## src/rtl/uart_rx_pkg.sv

```systemverilog
// Constants and carriers shared by the serial receive status and bit-rate block.
// Assumes one 100 MHz clock and an AHB-Lite master with 32-bit data.
package uart_rx_pkg;
    // ----------------------------------------
    // Register indices (byte address = 4 x index)
    // ----------------------------------------
    localparam logic [15:0] IDX_MODE = 16'hff90;
    localparam logic [15:0] IDX_BRGC = 16'hff91;
    localparam logic [15:0] IDX_RXBUF = 16'hff92;
    localparam logic [15:0] IDX_ERRSTAT = 16'hff93;
    localparam logic [15:0] IDX_IRQSTAT = 16'hff94;
    localparam logic [15:0] IDX_IRQMASK = 16'hff95;
    // ----------------------------------------
    // Reset values and fields
    // ----------------------------------------
    localparam logic [7:0] MODE_RESET = 8'h01;
    localparam logic [7:0] BRGC_RESET = 8'h1f;
    localparam logic [7:0] ERRSTAT_RESET = 8'h00;
    localparam int BRGC_ZERO_BIT = 5;
    localparam int IRQ_DONE_BIT = 0;
    localparam int IRQ_ERR_BIT = 1;
    localparam logic [1:0] PAR_ODD = 2'h2;
    localparam logic [1:0] PAR_EVEN = 2'h3;
    localparam logic [1:0] HTRANS_NONSEQ = 2'h2;
    // ----------------------------------------
    // Timing
    // ----------------------------------------
    localparam int REF_CLK_HZ = 100000000;
    localparam int SUB_CLK_HZ = 32768;
    // One period of four times the subsystem clock, rounded down
    localparam int QUAD_CYCLES = REF_CLK_HZ / (4 * SUB_CLK_HZ);
    // ----------------------------------------
    // Carriers
    // ----------------------------------------
    typedef struct packed {
        logic power;
        logic tx_enable;
        logic rx_enable;
        logic [1:0] parity_mode;
        logic char_len8;
        logic stop_length_select;
        logic error_interrupt_mode;
    } mode_type;
    typedef struct packed {
        logic [1:0] clock_select;
        logic zero;
        logic [4:0] divide_value;
    } brgc_type;
    typedef struct packed {
        logic [4:0] zero;
        logic parity_error_flag;
        logic framing_error_flag;
        logic overrun_error_flag;
    } errstat_type;
    typedef enum logic [2:0] {
        RX_IDLE = 3'b000,
        RX_START = 3'b001,
        RX_DATA = 3'b010,
        RX_PARITY = 3'b011,
        RX_STOP = 3'b100
    } rx_state_type;
endpackage

```

## src/rtl/uart_rx_status.sv

```systemverilog
// Receive error status, receiver and bit-rate generator of an async serial port.
// Assumes RXD synchronous to REF_CLK and a single AHB-Lite master.
// What this block does
// - Error status is 8-bit read-only, reset zero.
// - System reset clears every error status bit.
// - Missing stop bit sets framing error flag.
// - Receiver checks only one stop bit.
// - Frame done with unread buffer sets overrun.
// - Overrun repeats each frame until buffer read.
// - On overrun new byte dropped, buffer kept.
// - Bit-rate control 8-bit read/write, reset 1f.
// - Bits 7:6 select divider input clock.
// - Bits 4:0 give divide value k, 8..31.
// - Bit rate is input clock over 2k.
// - Even/odd parity check includes the parity bit.
// - Enable bit low holds internal circuit reset.
// - Error mode bit steers error to one interrupt.
module uart_rx_status #(
    parameter int QUAD_CYC = uart_rx_pkg::QUAD_CYCLES
) (
    // Clock and reset
    input wire logic REF_CLK,
    input wire logic RST_N,
    // AHB-Lite slave
    input wire logic HSEL,
    input wire logic [31:0] HADDR,
    input wire logic [1:0] HTRANS,
    input wire logic HWRITE,
    input wire logic [2:0] HSIZE,
    input wire logic HREADY,
    input wire logic [31:0] HWDATA,
    output logic [31:0] HRDATA,
    output logic HREADYOUT,
    output logic HRESP,
    // Serial line
    input wire logic RXD,
    // Interrupt
    output logic IRQ
);
    import uart_rx_pkg::*;

    mode_type mode, next_mode;
    brgc_type brgc, next_brgc;
    logic [1:0] irq_stat, next_irq_stat, irq_mask, next_irq_mask;
    logic [31:0] next_hrdata;
    logic wr_pend, next_wr_pend;
    logic [15:0] wr_idx, next_wr_idx;
    logic read_buf;
    logic [11:0] pre_cnt, next_pre_cnt;
    logic [3:0] sel_cnt, next_sel_cnt;
    logic [4:0] k_cnt, next_k_cnt;
    logic half_tick;
    rx_state_type rx_state, next_rx_state;
    logic phase, next_phase;
    logic [2:0] bit_cnt, next_bit_cnt;
    logic [7:0] shift, next_shift, rx_buf, next_rx_buf;
    logic par_acc, next_par_acc, par_err, next_par_err;
    logic buf_full, next_buf_full;
    errstat_type err_stat, next_err_stat;
    logic frame_done, ev_done, ev_err, start_det, ove_now, stop_low;

    // ----------------------------------------
    // Register bus
    // ----------------------------------------
    // Zero wait states: the master never overlaps a write data phase with
    // the next address phase, so a read never sees a stale register.
    logic addr_ok;
    logic [15:0] a_idx;
    assign a_idx = HADDR[17:2];
    assign addr_ok = HSEL && HREADY && HTRANS == HTRANS_NONSEQ && HADDR[31:18] == 14'h0;
    assign read_buf = addr_ok && !HWRITE && a_idx == IDX_RXBUF;
    assign HREADYOUT = 1'b1;
    assign HRESP = 1'b0;
    assign IRQ = |(irq_stat & irq_mask);

    always_comb begin
        next_mode = mode;
        next_brgc = brgc;
        next_irq_mask = irq_mask;
        next_irq_stat = irq_stat;
        next_hrdata = HRDATA;
        next_wr_pend = addr_ok && HWRITE;
        next_wr_idx = a_idx;
        if (wr_pend) begin
            case (wr_idx)
                IDX_MODE: next_mode = mode_type'(HWDATA[7:0]);
                IDX_BRGC: begin
                    next_brgc = brgc_type'(HWDATA[7:0]);
                    next_brgc.zero = 1'b0;
                end
                IDX_IRQSTAT: next_irq_stat = irq_stat & ~HWDATA[1:0];
                IDX_IRQMASK: next_irq_mask = HWDATA[1:0];
                default: ;
            endcase
        end
        // Hardware set wins over a same-cycle write-one clear
        if (ev_done) next_irq_stat[IRQ_DONE_BIT] = 1'b1;
        if (ev_err) next_irq_stat[IRQ_ERR_BIT] = 1'b1;
        if (addr_ok && !HWRITE) begin
            case (a_idx)
                IDX_MODE: next_hrdata = {24'h0, mode};
                IDX_BRGC: next_hrdata = {24'h0, brgc};
                IDX_RXBUF: next_hrdata = {24'h0, rx_buf};
                IDX_ERRSTAT: next_hrdata = {24'h0, err_stat};
                IDX_IRQSTAT: next_hrdata = {30'h0, irq_stat};
                IDX_IRQMASK: next_hrdata = {30'h0, irq_mask};
                default: next_hrdata = 32'h0;
            endcase
        end
    end

    always_ff @(posedge REF_CLK) begin
        if (!RST_N) begin
            mode <= mode_type'(MODE_RESET);
            brgc <= brgc_type'(BRGC_RESET);
            irq_stat <= 2'h0;
            irq_mask <= 2'h0;
            HRDATA <= 32'h0;
            wr_pend <= 1'b0;
            wr_idx <= 16'h0;
        end else begin
            mode <= next_mode;
            brgc <= next_brgc;
            irq_stat <= next_irq_stat;
            irq_mask <= next_irq_mask;
            HRDATA <= next_hrdata;
            wr_pend <= next_wr_pend;
            wr_idx <= next_wr_idx;
        end
    end

    // ----------------------------------------
    // Bit-rate generator
    // ----------------------------------------
    // Counters restart at each start edge so sampling lands mid-bit.
    logic quad_tick, sel_tick;
    assign quad_tick = pre_cnt == 12'(QUAD_CYC - 1);
    always_comb begin
        case (brgc.clock_select)
            2'h0: sel_tick = quad_tick;
            2'h1: sel_tick = quad_tick && sel_cnt[1:0] == 2'h3;
            2'h2: sel_tick = quad_tick && sel_cnt[2:0] == 3'h7;
            default: sel_tick = quad_tick && sel_cnt == 4'hf;
        endcase
    end
    // k input clocks per half bit, so one bit is 2k input clocks
    assign half_tick = sel_tick && k_cnt == brgc.divide_value - 5'h1;

    always_comb begin
        next_pre_cnt = quad_tick ? 12'h0 : pre_cnt + 12'h1;
        next_sel_cnt = quad_tick ? sel_cnt + 4'h1 : sel_cnt;
        next_k_cnt = half_tick ? 5'h0 : (sel_tick ? k_cnt + 5'h1 : k_cnt);
        if (start_det || !mode.power) begin
            next_pre_cnt = 12'h0;
            next_sel_cnt = 4'h0;
            next_k_cnt = 5'h0;
        end
    end

    always_ff @(posedge REF_CLK) begin
        if (!RST_N) begin
            pre_cnt <= 12'h0;
            sel_cnt <= 4'h0;
            k_cnt <= 5'h0;
        end else begin
            pre_cnt <= next_pre_cnt;
            sel_cnt <= next_sel_cnt;
            k_cnt <= next_k_cnt;
        end
    end

    // ----------------------------------------
    // Receiver
    // ----------------------------------------
    logic sample, par_on;
    assign sample = half_tick && phase;
    assign par_on = mode.parity_mode == PAR_ODD || mode.parity_mode == PAR_EVEN;
    assign start_det = rx_state == RX_IDLE && mode.rx_enable && !RXD;
    // A single stop bit ends the frame whatever the stop length setting
    assign frame_done = rx_state == RX_STOP && sample;
    assign stop_low = !RXD;
    assign ove_now = buf_full && !read_buf;
    // Error mode bit picks which interrupt an erroneous frame raises
    assign ev_err = frame_done && (par_err || stop_low || ove_now)
        && !mode.error_interrupt_mode;
    assign ev_done = frame_done && !ev_err;

    always_comb begin
        next_rx_state = rx_state;
        next_phase = phase;
        next_bit_cnt = bit_cnt;
        next_shift = shift;
        next_par_acc = par_acc;
        next_par_err = par_err;
        next_rx_buf = rx_buf;
        next_buf_full = buf_full && !read_buf;
        next_err_stat = err_stat;
        if (half_tick) next_phase = !phase;
        case (rx_state)
            RX_IDLE: begin
                next_phase = 1'b0;
                if (start_det) next_rx_state = RX_START;
            end
            RX_START: begin
                if (half_tick) begin
                    next_phase = 1'b0;
                    next_bit_cnt = 3'h0;
                    next_shift = 8'h0;
                    next_par_acc = 1'b0;
                    next_par_err = 1'b0;
                    next_rx_state = RXD ? RX_IDLE : RX_DATA;
                end
            end
            RX_DATA: begin
                if (sample) begin
                    next_shift = {RXD, shift[7:1]};
                    next_par_acc = par_acc ^ RXD;
                    next_bit_cnt = bit_cnt + 3'h1;
                    if (bit_cnt == (mode.char_len8 ? 3'h7 : 3'h6)) begin
                        if (!mode.char_len8) next_shift = {1'b0, RXD, shift[7:2]};
                        next_rx_state = mode.parity_mode != 2'h0 ? RX_PARITY : RX_STOP;
                    end
                end
            end
            RX_PARITY: begin
                if (sample) begin
                    // Even: odd count of ones is an error; odd: even count is
                    next_par_err = par_on && ((par_acc ^ RXD)
                        != (mode.parity_mode == PAR_ODD));
                    next_rx_state = RX_STOP;
                end
            end
            RX_STOP: begin
                if (sample) begin
                    next_rx_state = RX_IDLE;
                    next_err_stat = errstat_type'({5'h0, par_err, stop_low, ove_now});
                    if (!ove_now) begin
                        next_rx_buf = shift;
                        next_buf_full = 1'b1;
                    end
                end
            end
            default: next_rx_state = RX_IDLE;
        endcase
        if (!mode.power) begin
            next_rx_state = RX_IDLE;
            next_buf_full = 1'b0;
            next_err_stat = errstat_type'(ERRSTAT_RESET);
        end
    end

    always_ff @(posedge REF_CLK) begin
        if (!RST_N) begin
            rx_state <= RX_IDLE;
            phase <= 1'b0;
            bit_cnt <= 3'h0;
            shift <= 8'h0;
            par_acc <= 1'b0;
            par_err <= 1'b0;
            rx_buf <= 8'h0;
            buf_full <= 1'b0;
            err_stat <= errstat_type'(ERRSTAT_RESET);
        end else begin
            rx_state <= next_rx_state;
            phase <= next_phase;
            bit_cnt <= next_bit_cnt;
            shift <= next_shift;
            par_acc <= next_par_acc;
            par_err <= next_par_err;
            rx_buf <= next_rx_buf;
            buf_full <= next_buf_full;
            err_stat <= next_err_stat;
        end
    end

    // ----------------------------------------
    // Checks
    // ----------------------------------------
    // Cycles since the last half-bit tick, against the length a half bit must have
    logic [19:0] tick_gap, next_tick_gap, half_len;
    logic [4:0] sel_div;
    assign sel_div = brgc.clock_select == 2'h0 ? 5'h1 : 5'(5'h2 << brgc.clock_select);
    assign half_len = 20'(brgc.divide_value) * 20'(sel_div) * 20'(QUAD_CYC);
    always_comb begin
        next_tick_gap = tick_gap + 20'h1;
        if (half_tick || start_det || !mode.power) next_tick_gap = 20'h0;
    end
    always_ff @(posedge REF_CLK) begin
        if (!RST_N) begin
            tick_gap <= 20'h0;
        end else begin
            tick_gap <= next_tick_gap;
        end
    end
    AST_STATUS_RESET: assert property (@(posedge REF_CLK)
        !RST_N |=> err_stat == ERRSTAT_RESET)
        else $error("error status not zero after reset");
    AST_STATUS_HIGH_ZERO: assert property (@(posedge REF_CLK) disable iff (!RST_N)
        err_stat[7:3] == 5'h0)
        else $error("error status high bits not zero");
    AST_BRGC_RESET: assert property (@(posedge REF_CLK)
        !RST_N |=> brgc == BRGC_RESET)
        else $error("bit-rate control reset value wrong");
    AST_BRGC_BIT5: assert property (@(posedge REF_CLK) disable iff (!RST_N)
        !brgc[BRGC_ZERO_BIT])
        else $error("bit-rate control bit 5 set");
    AST_FRAMING: assert property (@(posedge REF_CLK) disable iff (!RST_N)
        frame_done && mode.power |=> err_stat.framing_error_flag == !$past(RXD))
        else $error("framing flag does not follow stop bit");
    AST_OVERRUN_FLAG: assert property (@(posedge REF_CLK) disable iff (!RST_N)
        frame_done && buf_full && !read_buf && mode.power
        |=> err_stat.overrun_error_flag)
        else $error("overrun not flagged");
    AST_OVERRUN_KEEP: assert property (@(posedge REF_CLK) disable iff (!RST_N)
        frame_done && ove_now && mode.power |=> $stable(rx_buf) && buf_full)
        else $error("overrun overwrote receive buffer");
    AST_POWER_OFF: assert property (@(posedge REF_CLK) disable iff (!RST_N)
        !mode.power |=> rx_state == RX_IDLE && !buf_full)
        else $error("receiver active while disabled");
    AST_ERR_MODE: assert property (@(posedge REF_CLK) disable iff (!RST_N)
        frame_done && (par_err || stop_low || ove_now) && mode.power
        |=> (mode.error_interrupt_mode ? irq_stat[IRQ_DONE_BIT] : irq_stat[IRQ_ERR_BIT]))
        else $error("error interrupt steering wrong");
    AST_HALF_BIT: assert property (@(posedge REF_CLK) disable iff (!RST_N)
        half_tick && mode.power && brgc.divide_value >= 5'h8 |-> tick_gap == half_len - 20'h1)
        else $error("half bit not k input clocks");
endmodule

```

## config.mk

```make
export PLATFORM = sky130hd
export DESIGN_NAME = uart_rx_status
export DESIGN_NICKNAME = d
export VERILOG_FILES = /design/src/rtl/uart_rx_pkg.sv /design/src/rtl/uart_rx_status.sv
export SDC_FILE = /design/constraint.sdc
export NUM_CORES = 1
export LEC_CHECK = 0
export ABC_CLOCK_PERIOD_IN_PS = 2900
export BUFFER_PORTS_ARGS = -buffer_cell sky130_fd_sc_hd__buf_2
export CAP_MARGIN = 10
export CORE_AREA = 2 2 100 102
export DETAILED_ROUTE_END_ITERATION = 8
export DIE_AREA = 0 0 102 104
export MAX_ROUTING_LAYER = met4
export PLACE_DENSITY = 0.76
export SLEW_MARGIN = 20
export SYNTH_ARGS = -nofsm -noshare
export SYNTH_HDL_FRONTEND = slang
export SYNTH_SLANG_ARGS = --single-unit
```

## constraint.sdc

```tcl
create_clock -name REF_CLK -period 2.9 [get_ports REF_CLK]
set_clock_uncertainty 0.05 [all_clocks]
set_input_delay 0.145 -clock REF_CLK [delete_from_list [all_inputs] [get_ports REF_CLK]]
set_output_delay 0.145 -clock REF_CLK [all_outputs]
set_load 0.02 [all_outputs]
```

==> results of run 1 <==
==> layer usage <==
| layer | share of wire (%) | vias to the layer above | GRT usage, % |
|---|---|---|---|
| met2 | 52 | 77 | 35.4 |
| met3 | 4.1 | 15 | 4.10 |
| met4 | 1.5 | 0 | 5.90 |
| li1 | - | 1901 | - |
| met5 | 0 | - | - |
| met1 | 42 | 1776 | 21.4 |
==> where the power goes <==
part           internal [mW]  switching (mW)
logic                 0.0589          0.0860
registers               1.30         0.00449
clock network          0.306           0.424
total                   1.67           0.514
==> critical path, stage by stage (launching register included) <==
cell,delay [ns]
dfxtp_1,0.34
inv_1,0.05
ha_1,0.25
o21ba_2,0.22
a221oi_2,0.28
a41oi_2,0.07
or2_4,0.28
inv_1,0.09
ha_4,0.15
inv_1,0.07
and3_4,0.18
a211oi_4,0.29
mux2i_1,0.22
a21oi_1,0.08
==> worst paths after layout <==
kind / endpoint / slack, ns / cells past startpoint
setup / recovery: rx_state[0]$_SDFFE_PN0P_ / 0.16 / 13
hold / removal: wr_idx[2]$_SDFF_PN0_ / 0.007 / 2
setup reg to reg: rx_state[0]$_SDFFE_PN0P_ / 0.16 / 13
hold reg to reg: rx_buf[4]$_SDFFE_PN0P_ / 0.41 / 2
==> cell usage in the layout (no fill, tap or decap), types with 9 or more instances in the layout <==
| cell type | count |
|---|---|
| nand3_1 | 28 |
| clkbuf_8 | 9 |
| nor2_1 | 44 |
| buf_2 | 54 |
| o22ai_1 | 12 |
| buf_4 | 17 |
| dlygate4sd3_1 | 17 |
| ha_1 | 11 |
| inv_1 | 23 |
| mux2i_1 | 40 |
| xor2_1 | 12 |
| a21oi_1 | 18 |
| xnor2_1 | 13 |
| and2_1 | 18 |
| conb_1 | 26 |
| nor2b_1 | 15 |
| dfxtp_1 | 94 |
| o21ai_0 | 10 |
| nand2_1 | 50 |
| nand4_1 | 9 |
==> metrics by stage <==
stage               worst slack (ns)  utilization [%]  power, mW
detailed placement            0.0533             52.0       1.46
floorplan                     0.0544                -       1.44
global route                  0.0243             56.0       2.26
CTS                           0.0430             55.3       2.19
global placement               0.100             52.0       1.46
finish                         0.165             56.0       2.18
==> kinds of logic after synthesis <==
family                     synth area share (%)
adders and majority gates                  3.26
DFF                                        40.8
and+or+nand+nor                            23.9
AOI/OAI and AO/OA                          9.42
buffers and inverters                      8.44
muxes                                      9.18
other                                     0.163
xor gates and xnor gates                   4.75
==> flip-flops by register name (all words and copies together) (netlist names) <==
| register | flops |
|---|---|
| shift | 8 |
| buf_full | 1 |
| rx_buf | 8 |
| irq_mask | 2 |
| irq_stat | 2 |
| err_stat | 3 |
| brgc | 7 |
| HRDATA | 8 |
| rx_state | 3 |
| wr_pend | 1 |
| sel_cnt | 4 |
| par_err | 1 |
| bit_cnt | 3 |
| k_cnt | 5 |
| mode | 8 |
| par_acc | 1 |
| phase | 1 |
| pre_cnt | 12 |
| wr_idx | 16 |
==> what timing repair did <==
| action | 4_1_cts | 5_1_grt |
|---|---|---|
| setup buffers | 0 | 1 |
| resized for setup | 0 | 10 |
| hold buffers | 17 | 0 |
| endpoints found under the hold margin | 17 | 0 |
| setup endpoints to repair | 0 | 21 |
==> final cells by class <==
cell class	count	share of cell area, %
multi-input combinational	385	46.7
sequential	94	35.2
timing repair buffer	88	10.6
tap	133	3.11
clock buffer	13	2.60
inverter	23	1.61
clock inverter	2	0.187
==> key figures, run 1 <==
CTS
  – TritonCTS buffer count: 9
  – Worst-path clk slew: 0.08 ns
  – CTS tree: done
  – Root Buffer: clkbuf_8
  – Clk_lat worst skew: 0.36 ns
  – Clock Path Buffers: 2
  – H-tree lvl count: 3
  – CTS sink count: 94

Floorplan
  – Cell Rows: 36
  – Top Ports: 110
  – Die X: 102 um
  – Die area: 10600 sq um
  – Starting Density: 48.3%
  – Core Area: 9550 sq um
  – Die Ht: 104 um

Finish
  – ANT cells: 0
  – Layout area overhead: 16.0%
  – Sequential Area: 1880 sq um
  – Fin area: 5350 sq um
  – Footprint of the multi-input gates: 2490 sq um
  – Fillcell total: 815
  – Share of layout cells above drive strength 1: 17.0%
  – Final cell count without fillers: 738
  – Nets@finish: 688

Route
  – Wirelength per Cell: 13.6 um
  – Routed Antenna Nets: 0
  – Final WL: 10100 um
  – Iter 0 DRT Violations: 199
  – Drt pass-1 iters: 5
  – DRC: 0
  – Via density: 5.11
  – DR vias: 3769

Job
  – Max-Cap Viols: 0

Power
  – Leakage: 2.04 nW
  – Cell Pwr Density: 408 nW/um^2
  – Max IR drop VDD: 0.193 mV

Status
  – Run status: finished clean

Placed design
  – Port bufs: 54
  – Area post-placement: 4960 sq um
  – Cells after DPL: 705
  – Final GP Congestion: 0.815
  – DP HPWL: 7140 um

Synthesis
  – Synth area leader: dfxtp_1
  – Syn Inst Count: 528
  – Synthesized area: 4610 sq um
  – Post-synthesis register bit count: 94
  – Register area share after synthesis: 40.8%
  – Post-synth EDFFs: 0
  – Post-synth top flop: dfxtp_1
  – Synth top area share: 40.8%
  – Top cells by area, synth: dfxtp_1 41%, mux2i_1 8.7%, buf_4 4.6%
  – Synth top cells by count: 94 x dfxtp_1, 50 x nand2_1, 44 x nor2_1
  – Synth async-reset ratio: 0%
  – Netlist cell types: 54
  – Synthesized area per cell: 8.73 sq um
  – Yosys warns: 0
  – Most frequent cell after synthesis: dfxtp_1

Timing
  – # setup viols final: 0
  – Fmax: 366 MHz
  – Slew Viols, Final: 0
  – Max_slew headroom: 31.6%
  – Final min period: 2.74 ns
  – Setup TNS: 0 ns
  – RSZ-0062 raised after global routing: false
  – Hold Vio Cnt, Final: 0
  – Hold_ws: 0.00692 ns
  – Worst-Margin Slew: 1.00 ns
  – Tcrit/Tclk final: 94.3%

Setup path
  – Worst-path fanout max: 4
  – Crit path capture type: flip-flop
  – Start of the worst register-to-register path: brgc[0]$_SDFFE_PN1P_
  – Crit path arrival time: 2.92 ns
  – Startpoint Class: flip-flop
  – Worst EP required: 3.09 ns
  – Worst setup startpoint: brgc[0]$_SDFFE_PN1P_
  – Setup CP Type: reg -> reg

Global route
  – Pin count of the biggest net entering global routing: 71
  – Vias in the first global route: 3729
  – Total gr overflow: 0
  – Initial antenna violation count: 0
  – First-pass GRT wire length: 16400 um
  – Total track usage: 19.7%

Hold path
  – Hold Crit Start: HADDR[4]
  – Worst hold path type: in -> reg
No activity file was read; power rests on OpenSTA's default activity.
==> run 2: changes to the inputs <==
--- a/config.mk
+++ b/config.mk
@@ -8,9 +8,9 @@
 export ABC_CLOCK_PERIOD_IN_PS = 2900
 export BUFFER_PORTS_ARGS = -buffer_cell sky130_fd_sc_hd__buf_2
 export CAP_MARGIN = 10
-export CORE_AREA = 2 2 100 102
+export CORE_AREA = 2 2 141 74
 export DETAILED_ROUTE_END_ITERATION = 8
-export DIE_AREA = 0 0 102 104
+export DIE_AREA = 0 0 143 76
 export MAX_ROUTING_LAYER = met4
 export PLACE_DENSITY = 0.76
 export SLEW_MARGIN = 20
==> run 2 against run 1 <==
  * Global-route usage increased by 0.74 points
  * Sequential power about the same
  * Flip-flop and latch count unchanged
  * Largest power group unchanged
==> key figures, run 2 (same netlist as run 1, synthesis figures left out) <==
Global route
  – Total track usage: 20.4% (was 19.7%)
  – Initial antenna violation count: 0 (unchanged)
  – First-pass GRT wire length: 17100 um (was 16400 um)
  – Pin count of the biggest net entering global routing: 71 (unchanged)
  – Vias in the first global route: 3578 (was 3729)
  – Total gr overflow: 0 (unchanged)

Timing
  – RSZ-0062 raised after global routing: false (unchanged)
  – Worst-Margin Slew: 0.832 ns (was 1.00 ns)
  – Hold Vio Cnt, Final: 0 (unchanged)
  – Max_slew headroom: 43.1% (was 31.6%)
  – # setup viols final: 0 (unchanged)
  – Final min period: 2.80 ns (was 2.74 ns)
  – Hold_ws: 0.0326 ns (was 0.00692 ns)
  – Tcrit/Tclk final: 96.7% (was 94.3%)
  – Slew Viols, Final: 0 (unchanged)
  – Fmax: 357 MHz (was 366 MHz)

Floorplan
  – Top Ports: 110 (unchanged)
  – Core Area: 9790 sq um (was 9550 sq um)
  – Cell Rows: 26 (was 36)
  – Die Ht: 76 um (was 104 um)
  – Starting Density: 47.1% (was 48.3%)
  – Die X: 143 um (was 102 um)
  – Die area: 10900 sq um (was 10600 sq um)

Power
  – Switching Fraction: 22.6% (was 23.6%)
  – Leakage: 2.13 nW (was 2.04 nW)
  – Comb pwr share: 5.5% (was 6.6%)
  – Sequential share of power: 49.7% (was 59.9%)
  – Power Total: 2.63 mW (was 2.18 mW)
  – Max IR drop VDD: 0.248 mV (was 0.193 mV)
  – Sw power: 0.595 mW (was 0.514 mW)
  – Internal power: 2.04 mW (was 1.67 mW)
  – Clock group share of total power: 44.9% (was 33.5%)
  – Cell Pwr Density: 476 nW/um^2 (was 408 nW/um^2)

Finish
  – Largest regs: wr_idx (16), pre_cnt (12) (unchanged)
  – Layout area overhead: 20.0% (was 16.0%)
  – Nets@finish: 691 (was 688)
  – Top reg by flops: wr_idx (unchanged)
  – Share of layout cells above drive strength 1: 18.7% (was 17.0%)
  – Commonest non-fill, non-tap cell in the layout: dfxtp_1 (unchanged)
  – Max FFs per register: 16 (unchanged)
  – Most frequent cells in the layout: 91 x dfxtp_1, 54 x buf_2, 50 x nand2_1 (was 94 x dfxtp_1, 54 x buf_2, 50 x nand2_1)
  – ANT cells: 0 (unchanged)

Route
  – Final WL: 10700 um (was 10100 um)
  – DR vias: 3792 (was 3769)
  – Via density: 5.06 (was 5.11)
  – Iter 0 DRT Violations: 274 (was 199)
  – Drt pass-1 iters: 5 (unchanged)
  – Wirelength per Cell: 14.2 um (was 13.6 um)
  – DRC: 0 (unchanged)
  – Routed Antenna Nets: 0 (unchanged)

CTS
  – H-tree lvl count: 3 (unchanged)
  – CTS sink count: 94 (unchanged)
  – Clk_lat worst skew: 0.35 ns (was 0.36 ns)
  – Worst-path clk slew: 0.07 ns (was 0.08 ns)
  – CTS tree: done (unchanged)
  – TritonCTS buffer count: 9 (unchanged)
  – Clock Path Buffers: 2 (unchanged)
  – Root Buffer: clkbuf_16 (was clkbuf_8)

Hold path
  – Hold Crit Start: HWDATA[5] (was HADDR[4])
  – Worst Hold End: mode[5]$_SDFFE_PN0P_ (was wr_idx[2]$_SDFF_PN0_)
  – Worst hold path type: in -> reg (unchanged)
  – Worst Hold Depth: 3 (was 2)

Setup path
  – Crit path capture type: flip-flop (unchanged)
  – Startpoint Class: flip-flop (unchanged)
  – R2R Setup Slk: 0.1 ns (was 0.16 ns)
  – Worst EP required: 3.06 ns (was 3.09 ns)
  – Start of the worst register-to-register path: pre_cnt[2]$_SDFF_PP0_ (was brgc[0]$_SDFFE_PN1P_)
  – R2R cell count: 11 (was 13)
  – Crit path arrival time: 2.96 ns (was 2.92 ns)
  – Setup CP Type: reg -> reg (unchanged)
  – Worst-path fanout max: 4 (unchanged)
  – R2r endpoint: rx_state[0]$_SDFFE_PN0P_ (unchanged)

Placed design
  – Port bufs: 54 (unchanged)
  – DP HPWL: 7710 um (was 7140 um)
  – Final GP Congestion: 0.842 (was 0.815)

Job
  – Max-Cap Viols: 0 (unchanged)

Status
  – Run status: finished clean (unchanged)
==> run 2: cell types whose count changed in the layout (fill, tap and decap cells not counted), sizes merged <==
| cell | before | now |
|---|---|---|
| bufinv | 0 | 1 |
| clkbuf | 13 | 10 |
| inv | 23 | 25 |
| buf | 71 | 74 |
| clkinvlp | 0 | 1 |
==> run 2: how the worst max path moves through the flow <==
| stage | startpoint | end | depth (start not counted) |
|---|---|---|---|
| after global placement | brgc[6]$_SDFFE_PN0P_ | rx_state[0]$_SDFFE_PN0P_ | 13 |
| after detailed placement | brgc[6]$_SDFFE_PN0P_ | rx_buf[3]$_SDFFE_PN0P_ | 13 |
| after CTS | pre_cnt[2]$_SDFF_PP0_ | rx_state[0]$_SDFFE_PN0P_ | 11 |
| final | pre_cnt[2]$_SDFF_PP0_ | rx_state[0]$_SDFFE_PN0P_ | 11 |
| after global routing | brgc[0]$_SDFFE_PN1P_ | rx_buf[5]$_SDFFE_PN0P_ | 13 |
| after floorplan | brgc[0]$_SDFFE_PN1P_ | rx_buf[0]$_SDFFE_PN0P_ | 14 |
==> run 2: cell type report <==
| class | instances | area [sq um] |
|---|---|---|
| clock inverter | 6 | 68.8 |
| multi-input combinational | 385 | 2490 |
| tap | 140 | 175 |
| timing repair buffer | 91 | 594 |
| sequential | 94 | 1890 |
| fill | 815 | 4260 |
| clock buffer | 10 | 229 |
| inverter | 23 | 86.3 |
==> run 2: power groups by stage <==
stage          Sequential, mW  Clock [mW]  Combinational, mW
2_1_floorplan            1.33           0              0.106
3_3_place_gp             1.34           0              0.121
3_5_place_dp             1.34           0              0.123
4_1_cts                  1.31        1.21              0.141
5_1_grt                  1.31        1.26              0.157
6_report                 1.31        1.18              0.144
==> run 2: critical path: stages (launching register included) <==
cell,delay (ns)
dfxtp_1,0.33
or4b_4,0.55
nor3_4,0.20
nand4_1,0.15
or2_4,0.28
inv_1,0.06
ha_2,0.19
inv_1,0.08
and3_1,0.21
a211oi_4,0.25
mux2i_1,0.23
a21oi_1,0.08
==> run 2: what timing repair did <==
action / in CTS / in global routing
setup endpoints to repair: 8 / 9
pin swaps: 3 / 5
buffers inserted: 3 / 1
hold endpoints to repair: 17 / 0
hold buffers: 17 / 0
gates resized for setup: 6 / 8
==> run 2: per-stage QoR <==
stage | area, sq um | setup slack, ns | cells | utilization, % | TNS [ns]
after global placement | 4970 | 0.109 | 712 | 50.8 | 0
after detailed placement | 4970 | -0.0242 | 712 | 50.8 | -0.0907
after CTS | 5480 | 0.0463 | 748 | 56.0 | 0
after global routing | 5530 | 0.0104 | 749 | 56.5 | 0
after floorplan | 4700 | 0.0544 | 552 | - | 0
final | 5530 | 0.0968 | 749 | 56.5 | 0
==> run 2: per-layer routing <==
metal,wire (um),track usage [%]
met5,0,-
met4,148,6.24
met3,398,4.65
met2,4600,29.9
met1,5510,28.2
==> run 3: changes to the inputs <==
--- a/config.mk
+++ b/config.mk
@@ -5,14 +5,15 @@
 export SDC_FILE = /design/constraint.sdc
 export NUM_CORES = 1
 export LEC_CHECK = 0
+export ABC_AREA = 1
 export ABC_CLOCK_PERIOD_IN_PS = 2900
 export BUFFER_PORTS_ARGS = -buffer_cell sky130_fd_sc_hd__buf_2
 export CAP_MARGIN = 10
-export CORE_AREA = 2 2 141 74
+export CORE_AREA = 2 2 146 77
 export DETAILED_ROUTE_END_ITERATION = 8
-export DIE_AREA = 0 0 143 76
+export DIE_AREA = 0 0 148 79
 export MAX_ROUTING_LAYER = met4
-export PLACE_DENSITY = 0.76
+export PLACE_DENSITY = 0.74
 export SLEW_MARGIN = 20
 export SYNTH_ARGS = -nofsm -noshare
 export SYNTH_HDL_FRONTEND = slang
==> run 3 against run 2 <==
  * Power fell by 0.68%
  * Sequential power is essentially flat
  * Wire length grew 14%
  * Synthesized cell count up 34%
  * Global-route usage up 2.4 points
  * Largest cell class unchanged
==> key figures, run 3 <==
Status
  – Run status: finished clean (unchanged)

Route
  – Iter 0 DRT Violations: 348 (was 274)
  – DR vias: 4557 (was 3792)
  – DRC: 0 (unchanged)
  – Via density: 4.91 (was 5.06)
  – Routed Antenna Nets: 0 (unchanged)
  – Drt pass-1 iters: 5 (unchanged)
  – Final WL: 12100 um (was 10700 um)
  – Wirelength per Cell: 13.1 um (was 14.2 um)

Power
  – Comb pwr share: 5.6% (was 5.5%)
  – Internal power: 1.98 mW (was 2.04 mW)
  – Clock group share of total power: 44.4% (was 44.9%)
  – Sequential share of power: 50.0% (was 49.7%)
  – Sw power: 0.638 mW (was 0.595 mW)
  – Leakage: 2.49 nW (was 2.13 nW)
  – Switching Fraction: 24.4% (was 22.6%)
  – Cell Pwr Density: 455 nW/um^2 (was 476 nW/um^2)
  – Max IR drop VDD: 0.263 mV (was 0.248 mV)

Finish
  – Max FFs per register: 16 (unchanged)
  – Top reg by flops: wr_idx (unchanged)
  – ANT cells: 0 (unchanged)
  – Fin area: 5740 sq um (was 5530 sq um)
  – Sequential Area: 1880 sq um (was 1890 sq um)
  – Nets@finish: 865 (was 691)
  – Commonest non-fill, non-tap cell in the layout: nand2_1 (was dfxtp_1)
  – Fillcell total: 1035 (was 815)
  – Share of layout cells above drive strength 1: 14.7% (was 18.7%)
  – Largest regs: wr_idx (16), pre_cnt (12) (unchanged)
  – Layout area overhead: 16.0% (was 20.0%)
  – Footprint of the multi-input gates: 2550 sq um (was 2490 sq um)
  – Most frequent cells in the layout: 152 x nand2_1, 94 x dfxtp_1, 88 x nor2_1 (was 91 x dfxtp_1, 54 x buf_2, 50 x nand2_1)

CTS
  – Clk_lat worst skew: 0.35 ns (about the same)
  – CTS sink count: 94 (unchanged)
  – Clock Path Buffers: 2 (unchanged)
  – CTS tree: done (unchanged)
  – H-tree lvl count: 3 (unchanged)
  – Root Buffer: clkbuf_16 (unchanged)
  – Post-CTS Setup Inserts: 0 (was 3)
  – Worst-path clk slew: 0.07 ns (about the same)
  – TritonCTS buffer count: 9 (unchanged)

Timing
  – Slew Viols, Final: 0 (unchanged)
  – Tcrit/Tclk final: 92.2% (was 96.7%)
  – Setup TNS: 0 ns (unchanged)
  – Hold Vio Cnt, Final: 0 (unchanged)
  – Fmax: 374 MHz (was 357 MHz)
  – Worst-Margin Slew: 0.904 ns (was 0.832 ns)
  – Final min period: 2.67 ns (was 2.80 ns)
  – # setup viols final: 0 (unchanged)
  – Max_slew headroom: 39.6% (was 43.1%)
  – Hold_ws: 0.0258 ns (was 0.0326 ns)
  – RSZ-0062 raised after global routing: false (unchanged)
  – Final WS setup: 0.226 ns (was 0.0968 ns)

Placed design
  – Final GP Congestion: 0.895 (was 0.842)
  – Setup Slack @ Placement: 0.274 ns (was -0.0242 ns)
  – Area post-placement: 5280 sq um (was 4970 sq um)
  – Port bufs: 54 (unchanged)
  – DP HPWL: 9160 um (was 7710 um)

Floorplan
  – Starting Density: 47.0% (was 47.1%)
  – Core Area: 10500 sq um (was 9790 sq um)
  – Top Ports: 110 (unchanged)
  – Die area: 11700 sq um (was 10900 sq um)
  – Die X: 148 um (was 143 um)
  – Cell Rows: 27 (was 26)
  – Die Ht: 79 um (was 76 um)

Global route
  – Total track usage: 22.9% (was 20.4%)
  – Busiest metal layer after global routing: met1 (was met2)
  – Total gr overflow: 0 (unchanged)
  – First-pass GRT wire length: 20700 um (was 17100 um)
  – Met2 Use GR: 30.5% (was 29.9%)
  – M3 GR Usage: 5.06% (was 4.65%)
  – Met1 Use GR: 34.7% (was 28.2%)
  – Vias in the first global route: 4177 (was 3578)
  – Initial antenna violation count: 0 (unchanged)
  – Pin count of the biggest net entering global routing: 44 (was 71)

Setup path
  – Crit path capture type: flip-flop (unchanged)
  – Startpoint Class: flip-flop (unchanged)
  – Start of the worst register-to-register path: sel_cnt[0]$_SDFFE_PP0P_ (was pre_cnt[2]$_SDFF_PP0_)
  – Worst EP required: 3.12 ns (was 3.06 ns)
  – R2r endpoint: err_stat[0]$_SDFFE_PN0P_ (was rx_state[0]$_SDFFE_PN0P_)
  – R2R Setup Slk: 0.23 ns (was 0.1 ns)
  – Worst-path fanout max: 9 (was 4)
  – Setup CP Type: reg -> reg (unchanged)
  – Crit path arrival time: 2.89 ns (was 2.96 ns)
  – R2R cell count: 15 (was 11)

Synthesis
  – Synth top cells by count: 152 x nand2_1, 94 x dfxtp_1, 88 x nor2_1 (was 94 x dfxtp_1, 50 x nand2_1, 44 x nor2_1)
  – Top cells by area, synth: dfxtp_1 38%, nand2_1 12%, nor2_1 6.7% (was dfxtp_1 41%, mux2i_1 8.7%, buf_4 4.6%)
  – Post-synth EDFFs: 0 (unchanged)
  – Post-synth top flop: dfxtp_1 (unchanged)
  – Netlist cell types: 45 (was 54)
  – Syn Inst Count: 707 (was 528)
  – Most frequent cell after synthesis: nand2_1 (was dfxtp_1)
  – Synth area leader: dfxtp_1 (unchanged)
  – Post-synthesis register bit count: 94 (unchanged)
  – Synth top area share: 38.0% (was 40.8%)
  – Register area share after synthesis: 38.0% (was 40.8%)
  – Yosys warns: 0 (unchanged)
  – Synth async-reset ratio: 0% (unchanged)
  – Synthesized area per cell: 7.00 sq um (was 8.73 sq um)
  – Synthesized area: 4950 sq um (was 4610 sq um)

Hold path
  – Worst Hold End: mode[5]$_SDFFE_PN0P_ (unchanged)
  – Hold Crit Start: HWDATA[5] (unchanged)
  – Worst hold path type: in -> reg (unchanged)
  – Worst Hold Depth: 3 (unchanged)

Job
  – Max-Cap Viols: 0 (unchanged)
## run 3: changes by cell type after synthesis, moves of 16 or more
cell,change
a21oi_1,+35
and2_1,-16
inv_1,+55
mux2i_1,-40
nand2_1,+102
nand3_1,+20
nor2_1,+44
o21ai_0,+18
## run 3: final cells by class
cell class              count  share of cell area, %
multi-input cells         509                   44.5
flip-flops and latches     94                   32.8
repair buffers             78                   8.81
inverters                  86                   5.69
clock buffers              10                   4.16
well taps                 145                   3.16
clock inverters             6                  0.937
## run 3: routing by layer
metal / vias to the layer above / part of all wire, %
met1: 2025 / 55
met4: 0 / 0.85
met3: 9 / 7.1
met5: - / 0
li1: 2380 / -
met2: 143 / 37
## run 3: stage by stage
step                utilization (%)  total power, mW  instances
finish                         54.5             2.61        928
global route                   54.5             2.71        928
CTS                            54.5             2.63        928
detailed placement             50.1             1.46        895
global placement               50.1             1.46        895
floorplan                         -             1.44        731
## run 3: worst max-delay path: stages, from the launching register on
cell	delay, ns
dfxtp_1	0.34
ha_1	0.25
ha_1	0.20
nand2_1	0.06
a21oi_1	0.06
nor2_1	0.29
nor2_8	0.09
nand2_4	0.12
inv_1	0.05
ha_1	0.18
inv_1	0.12
nor2_1	0.06
buf_4	0.16
nand2_2	0.16
clkinv_2	0.17
a211oi_1	0.21
## run 3: cell families (layout without fill, tap and decap cells)
logic type / after synthesis / after routing / share of synthesized area (%)
simple gates: 361 / 361 / 33.8
buf+inv: 128 / 180 / 12.2
compound gates: 104 / 104 / 11.7
flops: 94 / 94 / 38.0
fa+ha+maj: 12 / 12 / 3.03
xor+xnor: 6 / 6 / 1.06
other cells: 2 / 26 / 0.152
## run 3: worst max path at each step
stage                                           to  slack [ns]  depth (start not counted)                     from
after global routing         shift[7]$_SDFFE_PN0P_        0.01                         15     brgc[0]$_SDFFE_PN1P_
after CTS                 err_stat[0]$_SDFFE_PN0P_        0.25                         15  sel_cnt[0]$_SDFFE_PP0P_
final                     err_stat[0]$_SDFFE_PN0P_        0.23                         15  sel_cnt[0]$_SDFFE_PP0P_
after floorplan           irq_stat[0]$_SDFFE_PN0P_        0.61                         16     brgc[0]$_SDFFE_PN1P_
after detailed placement  err_stat[0]$_SDFFE_PN0P_        0.27                         15  sel_cnt[0]$_SDFFE_PP0P_
after global placement    err_stat[0]$_SDFFE_PN0P_        0.32                         15  sel_cnt[0]$_SDFFE_PP0P_
## run 3: repair_timing
action / in CTS / in global routing
setup endpoints to repair: 0 / 1
resized for setup: 0 / 1
endpoints found under the hold margin: 17 / 0
hold buffers: 17 / 0
## run 3: power by group through the flow
stage / registers [mW] / logic (mW) / clock network [mW]
CTS: 1.31 / 0.145 / 1.18
detailed placement: 1.34 / 0.127 / 0
global placement: 1.34 / 0.126 / 0
finish: 1.31 / 0.147 / 1.16
floorplan: 1.33 / 0.104 / 0
global route: 1.31 / 0.163 / 1.24
